===== config.mk =====
export PLATFORM = sky130hd
export DESIGN_NAME = fst_timer
export DESIGN_NICKNAME = d
export VERILOG_FILES = /design/src/fst_cmp_unit.v /design/src/fst_timer.v
export VERILOG_INCLUDE_DIRS = /design/src /design/src/src
export SDC_FILE = /design/constraint.sdc
export NUM_CORES = 1
export LEC_CHECK = 0
export BUFFER_PORTS_ARGS = -buffer_cell sky130_fd_sc_hd__buf_2
export CAP_MARGIN = 5
export CORE_ASPECT_RATIO = 1.2
export CORE_MARGIN = 2
export CORE_UTILIZATION = 35
export CTS_CLUSTER_DIAMETER = 80
export DETAILED_ROUTE_END_ITERATION = 10
export MAX_ROUTING_LAYER = met4
export PLACE_DENSITY = 0.53
export SYNTH_ARGS = -nofsm -noshare
export SYNTH_HDL_FRONTEND = slang
export SYNTH_SLANG_ARGS = --single-unit

===== constraint.sdc =====
create_clock -name core_clk -period 3.04 [get_ports core_clk]
set_input_delay 0.608 -clock core_clk [delete_from_list [all_inputs] [get_ports core_clk]]
set_output_delay 0.608 -clock core_clk [all_outputs]
set_load 0.005 [all_outputs]

===== src/fst_regs.vh =====
// register map, field layout and reset values of the system tick counter
`ifndef FST_REGS_VH
`define FST_REGS_VH

`define FST_ADDR_W       8
`define FST_CNT_W        56
`define FST_DIV_W        3

`define FST_OFS_CLC      8'h00
`define FST_OFS_WIN0     8'h10
`define FST_OFS_WIN6     8'h28
`define FST_OFS_CAP      8'h2C
`define FST_OFS_CMP0     8'h30
`define FST_OFS_CMP1     8'h34
`define FST_OFS_CMCON    8'h38
`define FST_OFS_STAT     8'h3C
`define FST_OFS_MASK     8'h40

`define FST_WIN_CNT      7
`define FST_WIN_STEP     4
`define FST_WIN_LOW_CNT  6

`define FST_CLC_DIV_LSB  0
`define FST_CLC_DIS_BIT  3
`define FST_CLC_SUSP_BIT 4
`define FST_CLC_RUN_BIT  8
`define FST_CLC_HALT_BIT 9
`define FST_DIV_RST      3'h2

`define FST_CMF_W        5
`define FST_MSIZE0_LSB   0
`define FST_MSTART0_LSB  8
`define FST_MSIZE1_LSB   16
`define FST_MSTART1_LSB  24
`define FST_CMCON_RST    32'h001F_001F

`define FST_IRQ_CMP0_BIT 0
`define FST_IRQ_CMP1_BIT 1
`define FST_CMP_CNT      2

`endif


===== src/fst_cmp_unit.v =====
// partial compare of the tick counter against one compare value
`timescale 1ns/1ps
`default_nettype none
`include "fst_regs.vh"

module fst_cmp_unit #(
   parameter CNT_W = `FST_CNT_W
)(
   input  wire [CNT_W-1:0]     count,
   input  wire [31:0]          cmp_val,
   input  wire [`FST_CMF_W-1:0] mstart,
   input  wire [`FST_CMF_W-1:0] msize,
   output wire                 match
);

   wire [CNT_W-1:0] shifted;
   wire [31:0]      field;
   wire [31:0]      mask;

   // mstart picks the lowest counter bit, msize+1 bits take part
   assign shifted = count >> mstart;
   assign field   = shifted[31:0];

   genvar i;
   generate
      for (i = 0; i < 32; i = i + 1)
      begin : g_mask
         localparam [`FST_CMF_W-1:0] IDX = i;
         assign mask[i] = (IDX <= msize);
      end
   endgenerate

   assign match = (((field ^ cmp_val) & mask) == 32'h0000_0000);

endmodule
`default_nettype wire


===== src/fst_timer.v =====
// free-running 56-bit system tick counter with Avalon-MM register slave
//
// Summary of operation
// 56-bit counter increments by one on every divided timer tick.
// timer tick is system clock divided by 3-bit field; reset value 2.
// power-on, watchdog or flagged soft reset clear counter; it restarts.
// hardware reset pin leaves counter and divider field untouched.
// counter, windows, capture read-only; writes to them are ignored.
// counter can be disabled or debug-suspended; registers stay readable.
// reading windows 0 to 5 latches counter high part into capture.
// seven 32-bit read windows cover ever higher counter bit ranges.
// counter compared with two stored values; a match can interrupt.
// each compare uses only a selectable slice of the counter.
// divider field 1 runs the counter at the full system clock.
// window n gives bits 4n+31..4n; window 6 and capture give 55..32.
// divider field zero stops the timer tick.
//
// Decided for this implementation: the placing of the registers and the Avalon-MM register port.
`timescale 1ns/1ps
`default_nettype none
`include "fst_regs.vh"

module fst_timer #(
   parameter CNT_W = `FST_CNT_W,
   parameter DIV_W = `FST_DIV_W
)(
   input  wire                   core_clk,
   input  wire                   rstn,
   input  wire                   watchdog_reset,
   input  wire                   soft_reset,
   input  wire                   timer_soft_reset_request,
   input  wire                   hardware_reset_pin_n,
   input  wire                   debug_suspend,
   input  wire [`FST_ADDR_W-1:0] avs_address,
   input  wire                   avs_read,
   input  wire                   avs_write,
   input  wire [31:0]            avs_writedata,
   input  wire [3:0]             avs_byteenable,
   output reg  [31:0]            avs_readdata,
   output wire                   avs_waitrequest,
   output wire                   irq
);

   // ---- synchronous reset sources
   reg  hw_pin_s1_q;
   reg  hw_pin_s2_q;
   wire hw_rst;
   wire tmr_clr;

   // watchdog and flagged soft reset come from the reset unit, same clock
   assign tmr_clr = watchdog_reset |
                    (soft_reset & timer_soft_reset_request);

   always @(posedge core_clk or negedge rstn)
   begin
      if (!rstn)
      begin
         hw_pin_s1_q <= 1'b1;
         hw_pin_s2_q <= 1'b1;
      end
      else
      begin
         hw_pin_s1_q <= hardware_reset_pin_n;
         hw_pin_s2_q <= hw_pin_s1_q;
      end
   end

   assign hw_rst = ~hw_pin_s2_q;

   // ---- bus handshake: one wait cycle, then the answer
   reg          ack_q;
   wire         acc;
   wire         rd_take;
   wire         wr_take;
   wire [7:0]   win_off;
   wire [2:0]   win_idx;
   wire         is_win;

   assign acc             = avs_read | avs_write;
   assign avs_waitrequest = acc & ~ack_q;
   assign rd_take         = avs_read & ~ack_q;
   assign wr_take         = avs_write & ack_q;

   assign win_off = avs_address - `FST_OFS_WIN0;
   assign win_idx = win_off[4:2];
   assign is_win  = (avs_address >= `FST_OFS_WIN0) &&
                    (avs_address <= `FST_OFS_WIN6) &&
                    (avs_address[1:0] == 2'h0);

   always @(posedge core_clk or negedge rstn)
   begin
      if (!rstn)
         ack_q <= 1'b0;
      else
         ack_q <= acc & ~ack_q;
   end

   function [31:0] be_merge;
      input [31:0] old_v;
      input [31:0] new_v;
      input [3:0]  be;
      integer      k;
      begin
         be_merge = old_v;
         for (k = 0; k < 4; k = k + 1)
            if (be[k])
               be_merge[k*8 +: 8] = new_v[k*8 +: 8];
      end
   endfunction

   // ---- clock control register
   reg  [DIV_W-1:0] div_q;
   reg              dis_q;
   reg              susp_en_q;
   wire             halted;
   wire             running;
   wire [31:0]      clc_wr;

   assign clc_wr = be_merge({{(32-DIV_W-2){1'b0}}, susp_en_q, dis_q, div_q},
                            avs_writedata, avs_byteenable);

   // divider kept through the pin reset, restored by timer resets
   always @(posedge core_clk or negedge rstn)
   begin
      if (!rstn)
      begin
         div_q     <= `FST_DIV_RST;
         dis_q     <= 1'b0;
         susp_en_q <= 1'b0;
      end
      else if (tmr_clr)
      begin
         div_q     <= `FST_DIV_RST;
         dis_q     <= 1'b0;
         susp_en_q <= 1'b0;
      end
      else if (hw_rst)
      begin
         dis_q     <= 1'b0;
         susp_en_q <= 1'b0;
      end
      else if (wr_take && avs_address == `FST_OFS_CLC)
      begin
         div_q     <= clc_wr[`FST_CLC_DIV_LSB +: DIV_W];
         dis_q     <= clc_wr[`FST_CLC_DIS_BIT];
         susp_en_q <= clc_wr[`FST_CLC_SUSP_BIT];
      end
   end

   assign halted  = susp_en_q & debug_suspend;
   assign running = (div_q != {DIV_W{1'b0}}) & ~dis_q & ~halted;

   // ---- divider and counter
   reg  [DIV_W-1:0] div_cnt_q;
   reg  [CNT_W-1:0] cnt_q;
   wire [DIV_W-1:0] div_last;
   wire             tick;

   assign div_last = div_q - {{(DIV_W-1){1'b0}}, 1'b1};
   // >= recovers at once when the divider is lowered mid-count
   assign tick     = running && (div_cnt_q >= div_last);

   always @(posedge core_clk or negedge rstn)
   begin
      if (!rstn)
         div_cnt_q <= {DIV_W{1'b0}};
      else if (tmr_clr || tick || !running)
         div_cnt_q <= {DIV_W{1'b0}};
      else
         div_cnt_q <= div_cnt_q + {{(DIV_W-1){1'b0}}, 1'b1};
   end

   // no bus path writes the counter; pin reset is deliberately absent
   always @(posedge core_clk or negedge rstn)
   begin
      if (!rstn)
         cnt_q <= {CNT_W{1'b0}};
      else if (tmr_clr)
         cnt_q <= {CNT_W{1'b0}};
      else if (tick)
         cnt_q <= cnt_q + {{(CNT_W-1){1'b0}}, 1'b1};
   end

   // ---- read windows and capture
   reg  [CNT_W-33:0] cap_q;
   wire [31:0]       win_w [0:`FST_WIN_CNT-1];

   genvar n;
   generate
      for (n = 0; n < `FST_WIN_LOW_CNT; n = n + 1)
      begin : g_win
         assign win_w[n] = cnt_q[n*`FST_WIN_STEP +: 32];
      end
   endgenerate

   assign win_w[`FST_WIN_LOW_CNT] = {{(64-CNT_W){1'b0}}, cnt_q[CNT_W-1:32]};

   // high part frozen in the same cycle the low slice is sampled
   always @(posedge core_clk or negedge rstn)
   begin
      if (!rstn)
         cap_q <= {(CNT_W-32){1'b0}};
      else if (tmr_clr)
         cap_q <= {(CNT_W-32){1'b0}};
      else if (rd_take && is_win && win_idx < `FST_WIN_LOW_CNT)
         cap_q <= cnt_q[CNT_W-1:32];
   end

   // ---- compare units and interrupt
   wire [31:0]     cmp_w [0:`FST_CMP_CNT-1];
   reg  [31:0]     cmcon_q;
   reg  [1:0]      stat_q;
   reg  [1:0]      mask_q;
   wire [1:0]      evt;
   wire [31:0]     cmcon_wr;
   wire [31:0]     stat_wr;
   wire [31:0]     mask_wr;
   wire [1:0]      stat_clr;

   assign cmcon_wr = be_merge(cmcon_q, avs_writedata, avs_byteenable);
   assign stat_wr  = be_merge(32'h0000_0000, avs_writedata, avs_byteenable);
   assign mask_wr  = be_merge({30'h0000_0000, mask_q}, avs_writedata,
                              avs_byteenable);

   genvar c;
   generate
      for (c = 0; c < `FST_CMP_CNT; c = c + 1)
      begin : g_cmp
         localparam [7:0] OFS = (c == 0) ? `FST_OFS_CMP0 : `FST_OFS_CMP1;
         localparam ST_LSB = (c == 0) ? `FST_MSTART0_LSB : `FST_MSTART1_LSB;
         localparam SZ_LSB = (c == 0) ? `FST_MSIZE0_LSB : `FST_MSIZE1_LSB;
         wire        match;
         reg         match_q;
         reg  [31:0] val_q;

         fst_cmp_unit #(
            .CNT_W (CNT_W)
         ) u_cmp (
            .count   (cnt_q),
            .cmp_val (val_q),
            .mstart  (cmcon_q[ST_LSB +: `FST_CMF_W]),
            .msize   (cmcon_q[SZ_LSB +: `FST_CMF_W]),
            .match   (match)
         );

         always @(posedge core_clk or negedge rstn)
         begin
            if (!rstn)
               val_q <= 32'h0000_0000;
            else if (tmr_clr || hw_rst)
               val_q <= 32'h0000_0000;
            else if (wr_take && avs_address == OFS)
               val_q <= be_merge(val_q, avs_writedata, avs_byteenable);
         end

         assign cmp_w[c] = val_q;

         // a match lasts many ticks; only its start is an event
         always @(posedge core_clk or negedge rstn)
         begin
            if (!rstn)
               match_q <= 1'b0;
            else
               match_q <= match;
         end

         assign evt[c] = match & ~match_q;
      end
   endgenerate

   always @(posedge core_clk or negedge rstn)
   begin
      if (!rstn)
         cmcon_q <= `FST_CMCON_RST;
      else if (tmr_clr || hw_rst)
         cmcon_q <= `FST_CMCON_RST;
      else if (wr_take && avs_address == `FST_OFS_CMCON)
         cmcon_q <= cmcon_wr;
   end

   assign stat_clr = (wr_take && avs_address == `FST_OFS_STAT) ?
                     stat_wr[1:0] : 2'h0;

   // a new event in the clearing cycle survives the clear
   always @(posedge core_clk or negedge rstn)
   begin
      if (!rstn)
         stat_q <= 2'h0;
      else if (tmr_clr || hw_rst)
         stat_q <= 2'h0;
      else
         stat_q <= (stat_q & ~stat_clr) | evt;
   end

   always @(posedge core_clk or negedge rstn)
   begin
      if (!rstn)
         mask_q <= 2'h0;
      else if (tmr_clr || hw_rst)
         mask_q <= 2'h0;
      else if (wr_take && avs_address == `FST_OFS_MASK)
         mask_q <= mask_wr[1:0];
   end

   assign irq = |(stat_q & mask_q);

   // ---- read data, sampled on the first cycle of the access
   reg [31:0] rd_d;

   always @*
   begin
      rd_d = 32'h0000_0000;
      if (is_win)
         rd_d = win_w[win_idx];
      else
      begin
         case (avs_address)
            `FST_OFS_CLC:
               rd_d = {22'h00_0000, halted, running, 3'h0,
                       susp_en_q, dis_q, div_q};
            `FST_OFS_CAP:
               rd_d = {{(64-CNT_W){1'b0}}, cap_q};
            `FST_OFS_CMP0:
               rd_d = cmp_w[0];
            `FST_OFS_CMP1:
               rd_d = cmp_w[1];
            `FST_OFS_CMCON:
               rd_d = cmcon_q;
            `FST_OFS_STAT:
               rd_d = {30'h0000_0000, stat_q};
            `FST_OFS_MASK:
               rd_d = {30'h0000_0000, mask_q};
            default:
               rd_d = 32'h0000_0000;
         endcase
      end
   end

   // windows and capture have no write path at all
   always @(posedge core_clk or negedge rstn)
   begin
      if (!rstn)
         avs_readdata <= 32'h0000_0000;
      else if (rd_take)
         avs_readdata <= rd_d;
   end

endmodule
`default_nettype wire

==> impl_metrics.json, run 1 <==
{
  "outcome": "complete, but fails checks",
  "failed_checks": "hold timing, setup timing",
  "drc_errors": 0,
  "syn_area_sq_um": 19100,
  "grt_pass1_vias": 19840,
  "ys_seq_area_frac": 0.2956,
  "hold_class": "in2async",
  "ios": 87,
  "grt_remaining_overflow": 0,
  "peakVddDrop_v": 0.0004421,
  "vias_per_cell": 6.078,
  "dpl.hpwl_um": 78130,
  "cts.sinks": 225,
  "ys_types": 78,
  "tritoncts": "done",
  "worst_slew_pin_slew_ns": 1.198,
  "fin_cells": 3304,
  "finish.utilization": 0.4634,
  "synth_top_area_cell": "dfrtp_1",
  "crit_type": "reg2reg",
  "postCtsHoldBufs": 0,
  "drive_above_1_share": 0.3383,
  "max_freq_ghz": 0.2746,
  "endpoint_kind": "flop",
  "power_density_nw_per_um2": 352.5,
  "synth_cells": 2165,
  "port_buffers": 86,
  "finalSetupViolCount": 4,
  "drtIter0Drc": 2279,
  "cp-start-kind": "flop",
  "antenna_found_initial": 0,
  "synth_warnings": 0,
  "fin_crit_ns": 3.642,
  "hold_viol": 7,
  "nFillCells": 5308,
  "fin_crit_sh": 1.198,
  "ant_nets": 0,
  "synth_edf_count": 0,
  "rsz0062_at_grt": "true",
  "wire_per_inst_um": 29.76,
  "synthArstFlopShare": 1.000,
  "die_area_sq_um": 56470,
  "holdWs_ns": -0.03740,
  "grt_max_degree": 81,
  "drv_cap": 0,
  "grt_pass1_wl_um": 140800,
  "dp_slack_ns": -0.4237,
  "p_leak_nw": 10.50,
  "cp.required_ns": 3.53,
  "vias": 20080,
  "dr.pass1.iters": 6,
  "synthTopCellsByArea": "dfrtp_1 (28%), mux4_2 (11%), mux2i_1 (7.6%), nand2_1 (5.3%), o21ai_0 (4.5%)",
  "setup_ws_ns": -0.6016,
  "rr_worst_depth": 10,
  "cts-root-buf": "clkbuf_16",
  "maxSlewHeadroom": 0.2016,
  "dp.cells": 3243,
  "initial_core_util": 0.3554,
  "slew_viol_final": 0,
  "path_clk_slew_ns": 0.06,
  "gp_congestion": 1.018,
  "cts_buffers": 30,
  "reg2reg_slack_ns": -0.60,
  "ys_ff_latch": 225,
  "arrival_ns": 4.13,
  "area_growth_pct": 30.41,
  "routed_wl_um": 98330,
  "reg2reg_to": "stat_q[1]$_DFF_PN0_",
  "clock_latency_ns": 0.64,
  "antenna_cells": 0,
  "syn_nets": 2225,
  "path_max_fanout": 10,
  "synthFlopType": "dfrtp_1",
  "die_x_um": 217.3,
  "finalPower_mw": 8.782,
  "fp-row-count": 93,
  "core_sq_um": 53760,
  "track_usage": 0.3538,
  "rr_startpoint": "cmcon_q[24]$_DFFE_PN0P_",
  "htreeDepth": 1,
  "syn-mean-instance-area_sq_um": 8.824,
  "cts_buffer_depth": 3,
  "netlist.area_leader.share": 0.2777,
  "die_h_um": 259.9,
  "finClkSkew_ns": 0.09015,
  "nets": 2628
}
==> flip-flops by register name (all words and copies together), names as in the netlist, 2 cells and up <==
register       flops
stat_q             2
div_cnt_q          3
mask_q             2
g_cmp.match_q      2
g_cmp.val_q       64
cmcon_q           32
avs_readdata      32
cnt_q             56
div_q              3
cap_q             24
==> final cells by class <==
| cell class | count | area [sq um] | share of cell area |
|---|---|---|---|
| multi-input combinational | 1698 | 12650 | 0.5078 |
| inverter | 27 | 103.9 | 0.004169 |
| tap | 712 | 890.9 | 0.03576 |
| timing repair buffer | 586 | 4616 | 0.1853 |
| sequential | 225 | 5658 | 0.2271 |
| clock buffer | 39 | 824.5 | 0.03310 |
| clock inverter | 17 | 168.9 | 0.006780 |
==> worst max-delay path: stages, from the launching register on <==
cell and delay (ns):
dfrtp_4 0.57, buf_12 0.18, mux2_1 0.33, mux4_2 0.51, mux4_2 0.51, xor2_1 0.17, a221oi_2 0.29, o2111ai_2 0.17
a2111oi_4 0.39, nand3_1 0.21, a21oi_2 0.17
==> stage by stage <==
stage	area (sq um)	hold slack, ns	TNS [ns]
2_1_floorplan	19180	0.3124	-0.1334
3_3_place_gp	23670	0.3469	-2.042
3_5_place_dp	23670	0.3524	-2.273
4_1_cts	24710	0.00006195	-1.700
5_1_grt	24910	0.01425	-2.349
6_report	24910	-0.03740	-1.989
==> how the worst max path moves through the flow <==
stage	startpoint	end	cells past startpoint	slack (ns)
global placement	cmcon_q[24]$_DFFE_PN0P_	stat_q[1]$_DFF_PN0_	12	-0.40
CTS	cmcon_q[24]$_DFFE_PN0P_	g_cmp[1].match_q$_DFF_PN0_	10	-0.51
detailed placement	cmcon_q[24]$_DFFE_PN0P_	g_cmp[1].match_q$_DFF_PN0_	10	-0.42
floorplan	cmcon_q[24]$_DFFE_PN0P_	g_cmp[1].match_q$_DFF_PN0_	12	-0.07
global route	cmcon_q[24]$_DFFE_PN0P_	stat_q[1]$_DFF_PN0_	10	-0.69
finish	cmcon_q[24]$_DFFE_PN0P_	stat_q[1]$_DFF_PN0_	10	-0.60
==> per-layer routing <==
metal | routed length (um) | track usage
met3 | 6465 | 0.04515
met4 | 6679 | 0.1977
met1 | 39210 | 0.4310
met5 | 0 | -
met2 | 45970 | 0.5680
==> cell families after synthesis <==
kind of cell / after synthesis / synth area share
buffers and inverters: 242 / 0.05259
adder cells (fa/ha/maj): 7 / 0.004585
AO/OA/AOI/OAI: 582 / 0.2011
XOR/XNOR: 95 / 0.04356
multiplexers: 324 / 0.2396
AND/OR/NAND/NOR: 690 / 0.1630
flip-flops: 225 / 0.2956
==> repair_timing <==
action,in CTS,in global routing
buffers inserted,0,2
gates cloned,0,3
pin swaps,2,9
resized for setup,14,30
setup endpoints to repair,16,27
==> report_power, final <==
part / switching [mW] / total, mW / internal (mW)
Sequential: 0.173 / 3.30 / 3.12
Combinational: 1.10 / 1.90 / 0.800
Clock: 1.56 / 3.59 / 2.03
Total: 2.83 / 8.78 / 5.95
==> cell usage in the layout, fill, tap and decap left out, types with 17 or more instances in the layout <==
master / n
a21oi_1: 94
a221oi_1: 26
a22o_1: 42
a22oi_1: 31
and2_1: 18
and3_1: 25
buf_12: 27
buf_2: 84
buf_4: 465
clkbuf_16: 32
dfrtp_1: 207
inv_1: 22
mux2_2: 60
mux2i_1: 143
mux4_2: 97
nand2_1: 269
nand2b_1: 21
nand3_1: 34
nand4_1: 17
nor2_1: 185
nor2b_1: 21
nor3_1: 44
o211ai_1: 27
o21ai_0: 171
o22ai_1: 57
xnor2_1: 34
xor2_1: 59
==> cells in the mapped netlist, types with 12 or more instances <==
library cell and number:
xor2_1 61, inv_1 22, and3_1 25, dfrtp_1 212, a22o_1 42, and2_1 18, nor2_1 187, a22oi_1 31
mux2i_1 146, clkbuf_1 157, o211ai_1 27, nor3_1 47, mux2_1 13, nand3_1 34, buf_2 21, nor2b_1 22
o21ai_0 173, mux4_2 97, a222oi_1 14, nand2b_1 21, a221oi_1 28, xnor2_1 34, dfstp_2 13, buf_1 24
a21oi_1 97, o22ai_1 58, a31oi_1 12, a211oi_1 16, nand4_1 17, nand2_1 270, mux2_2 63
Power figures use the tool's default switching activity.
==> run 2, diff against run 1 <==
==> constraint.sdc (replaced) <==
create_clock -name core_clk -period 3.25 [get_ports core_clk]
set_input_delay 0.65 -clock core_clk [delete_from_list [all_inputs] [get_ports core_clk]]
set_output_delay 0.65 -clock core_clk [all_outputs]
set_load 0.005 [all_outputs]
==> impl_metrics.json, run 2 (synthesized netlist as in run 1, its figures left out) <==
{
  "ios": 87,
  "dpl.hpwl_um": 74760,
  "initial_core_util": 0.3554,
  "cp.required_ns": 3.72,
  "antenna_found_initial": 2,
  "peakVddDrop_v": 0.0003930,
  "die_x_um": 217.3,
  "nets": 2529,
  "cts_buffer_depth": 3,
  "reg_top3": "g_cmp.val_q: 64 flops, cnt_q: 56 flops",
  "top_register": "g_cmp.val_q",
  "grt_pass1_wl_um": 136800,
  "reg2reg_slack_ns": -0.23,
  "grt_remaining_overflow": 0,
  "fin_crit_sh": 1.070,
  "nFillCells": 5284,
  "largest_register_ffs": 64,
  "p_leak_nw": 10.06,
  "gp_congestion": 1.030,
  "dp.cells": 3137,
  "drc_errors": 0,
  "drtIter0Drc": 2126,
  "finish.utilization": 0.4513,
  "area_growth_pct": 27.01,
  "arrival_ns": 3.95,
  "finClkSkew_ns": 0.02394,
  "antenna_cells": 0,
  "final_common_cell": "buf_4",
  "hold_class": "in2async",
  "clock_latency_ns": 0.58,
  "drive_above_1_share": 0.3157,
  "crit_type": "reg2reg",
  "htreeDepth": 1,
  "dr.pass1.iters": 7,
  "power_density_nw_per_um2": 335.0,
  "path_max_fanout": 15,
  "tns_ns": -0.6497,
  "wire_per_inst_um": 29.57,
  "core_sq_um": 53760,
  "layout_common_cells": "buf_4 (366), nand2_1 (269), dfrtp_1 (210)",
  "postCtsHoldBufs": 0,
  "hold_viol": 0,
  "routed_wl_um": 94690,
  "slew_viol_final": 0,
  "worst_slew_pin_slew_ns": 1.195,
  "vias_per_cell": 6.197,
  "finalSetupViolCount": 4,
  "setup_ws_ns": -0.2288,
  "cp-start-kind": "flop",
  "path_clk_slew_ns": 0.06,
  "endpoint_kind": "flop",
  "cts-root-buf": "clkbuf_16",
  "die_h_um": 259.9,
  "maxSlewHeadroom": 0.2032,
  "rsz0062_at_grt": "true",
  "fin_cells": 3202,
  "cts.sinks": 225,
  "max_freq_ghz": 0.2875,
  "tritoncts": "done",
  "cts_buffers": 27,
  "port_buffers": 86,
  "fin_crit_ns": 3.479,
  "failed_checks": "setup timing",
  "drv_cap": 0,
  "die_area_sq_um": 56470,
  "grt_pass1_vias": 19510,
  "ant_nets": 0,
  "fp-row-count": 93,
  "final_cell_area_sq_um": 24260,
  "track_usage": 0.3417,
  "dpl-instance-area_sq_um": 22750,
  "vias": 19840,
  "grt_max_degree": 82,
  "outcome": "complete, but fails checks"
}
-- run 2: cell types whose count changed in the layout (fill, tap and decap cells not counted), sizes merged --
| cell | change |
|---|---|
| bufbuf | +1 |
| buf | -95 |
| clkbuf | -3 |
| clkinv | -5 |
| clkinvlp | -3 |
| bufinv | +3 |
-- run 2: where the power goes --
group	internal, mW	switching, mW
combinational	0.704	0.990
clock	2.00	1.35
sequential	2.92	0.167
-- run 2: final timing paths --
path | start | end | cells past startpoint
max | cmcon_q[24]$_DFFE_PN0P_ | g_cmp[1].match_q$_DFF_PN0_ | 11
min | rstn | cnt_q[4]$_DFFE_PN0P_ | 1
max reg2reg | cmcon_q[24]$_DFFE_PN0P_ | g_cmp[1].match_q$_DFF_PN0_ | 11
min reg2reg | hw_pin_s1_q$_DFF_PN1_ | hw_pin_s2_q$_DFF_PN1_ | 0
max in group asynchronous | rstn | cmcon_q[3]$_DFFE_PN1P_ | 2
min in group core_clk | hardware_reset_pin_n | hw_pin_s1_q$_DFF_PN1_ | 1
-- run 2: worst max-delay path, stage by stage, from the launching register on --
cell	delay, ns
dfrtp_4	0.54
buf_16	0.19
mux2_2	0.38
mux4_2	0.47
buf_4	0.15
a22o_1	0.19
a211oi_2	0.26
mux2i_1	0.32
o2111ai_2	0.18
a2111oi_4	0.40
nand2_2	0.08
nor4_2	0.21
-- run 2: per-stage QoR --
step                      total power [mW]  setup slack, ns  hold slack, ns
after floorplan                      3.942          0.03233          0.3452
after global placement               4.709          -0.3387          0.3503
after detailed placement             4.720          -0.3352          0.3497
after CTS                            8.108          -0.1786         0.02121
after global routing                 8.396          -0.3439         0.03122
final                                8.128          -0.2288       0.0002819
-- run 2: cell type report --
type	count	area [sq um]	area share
Multi-Input combinational cell	1698	12710	0.5240
Inverter	27	103.9	0.004280
Sequential cell	225	5654	0.2330
Timing Repair Buffer	490	3939	0.1623
Clock buffer	38	777.0	0.03202
Tap cell	712	890.9	0.03672
Clock inverter	12	183.9	0.007580
-- run 2: repair_timing --
item | CTS | global route
setup endpoints to repair | 4 | 19
setup buffers | 8 | 3
pin swaps | 14 | 4
resized for setup | 39 | 30
cloned | 6 | 0
-- run 2: per-layer routing --
metal	wire length (um)	track usage	vias to the layer above
li1	-	-	8676
met1	36560	0.4005	9871
met2	43510	0.5376	973
met3	6192	0.05006	323
met4	8421	0.2439	0
met5	0	-	-
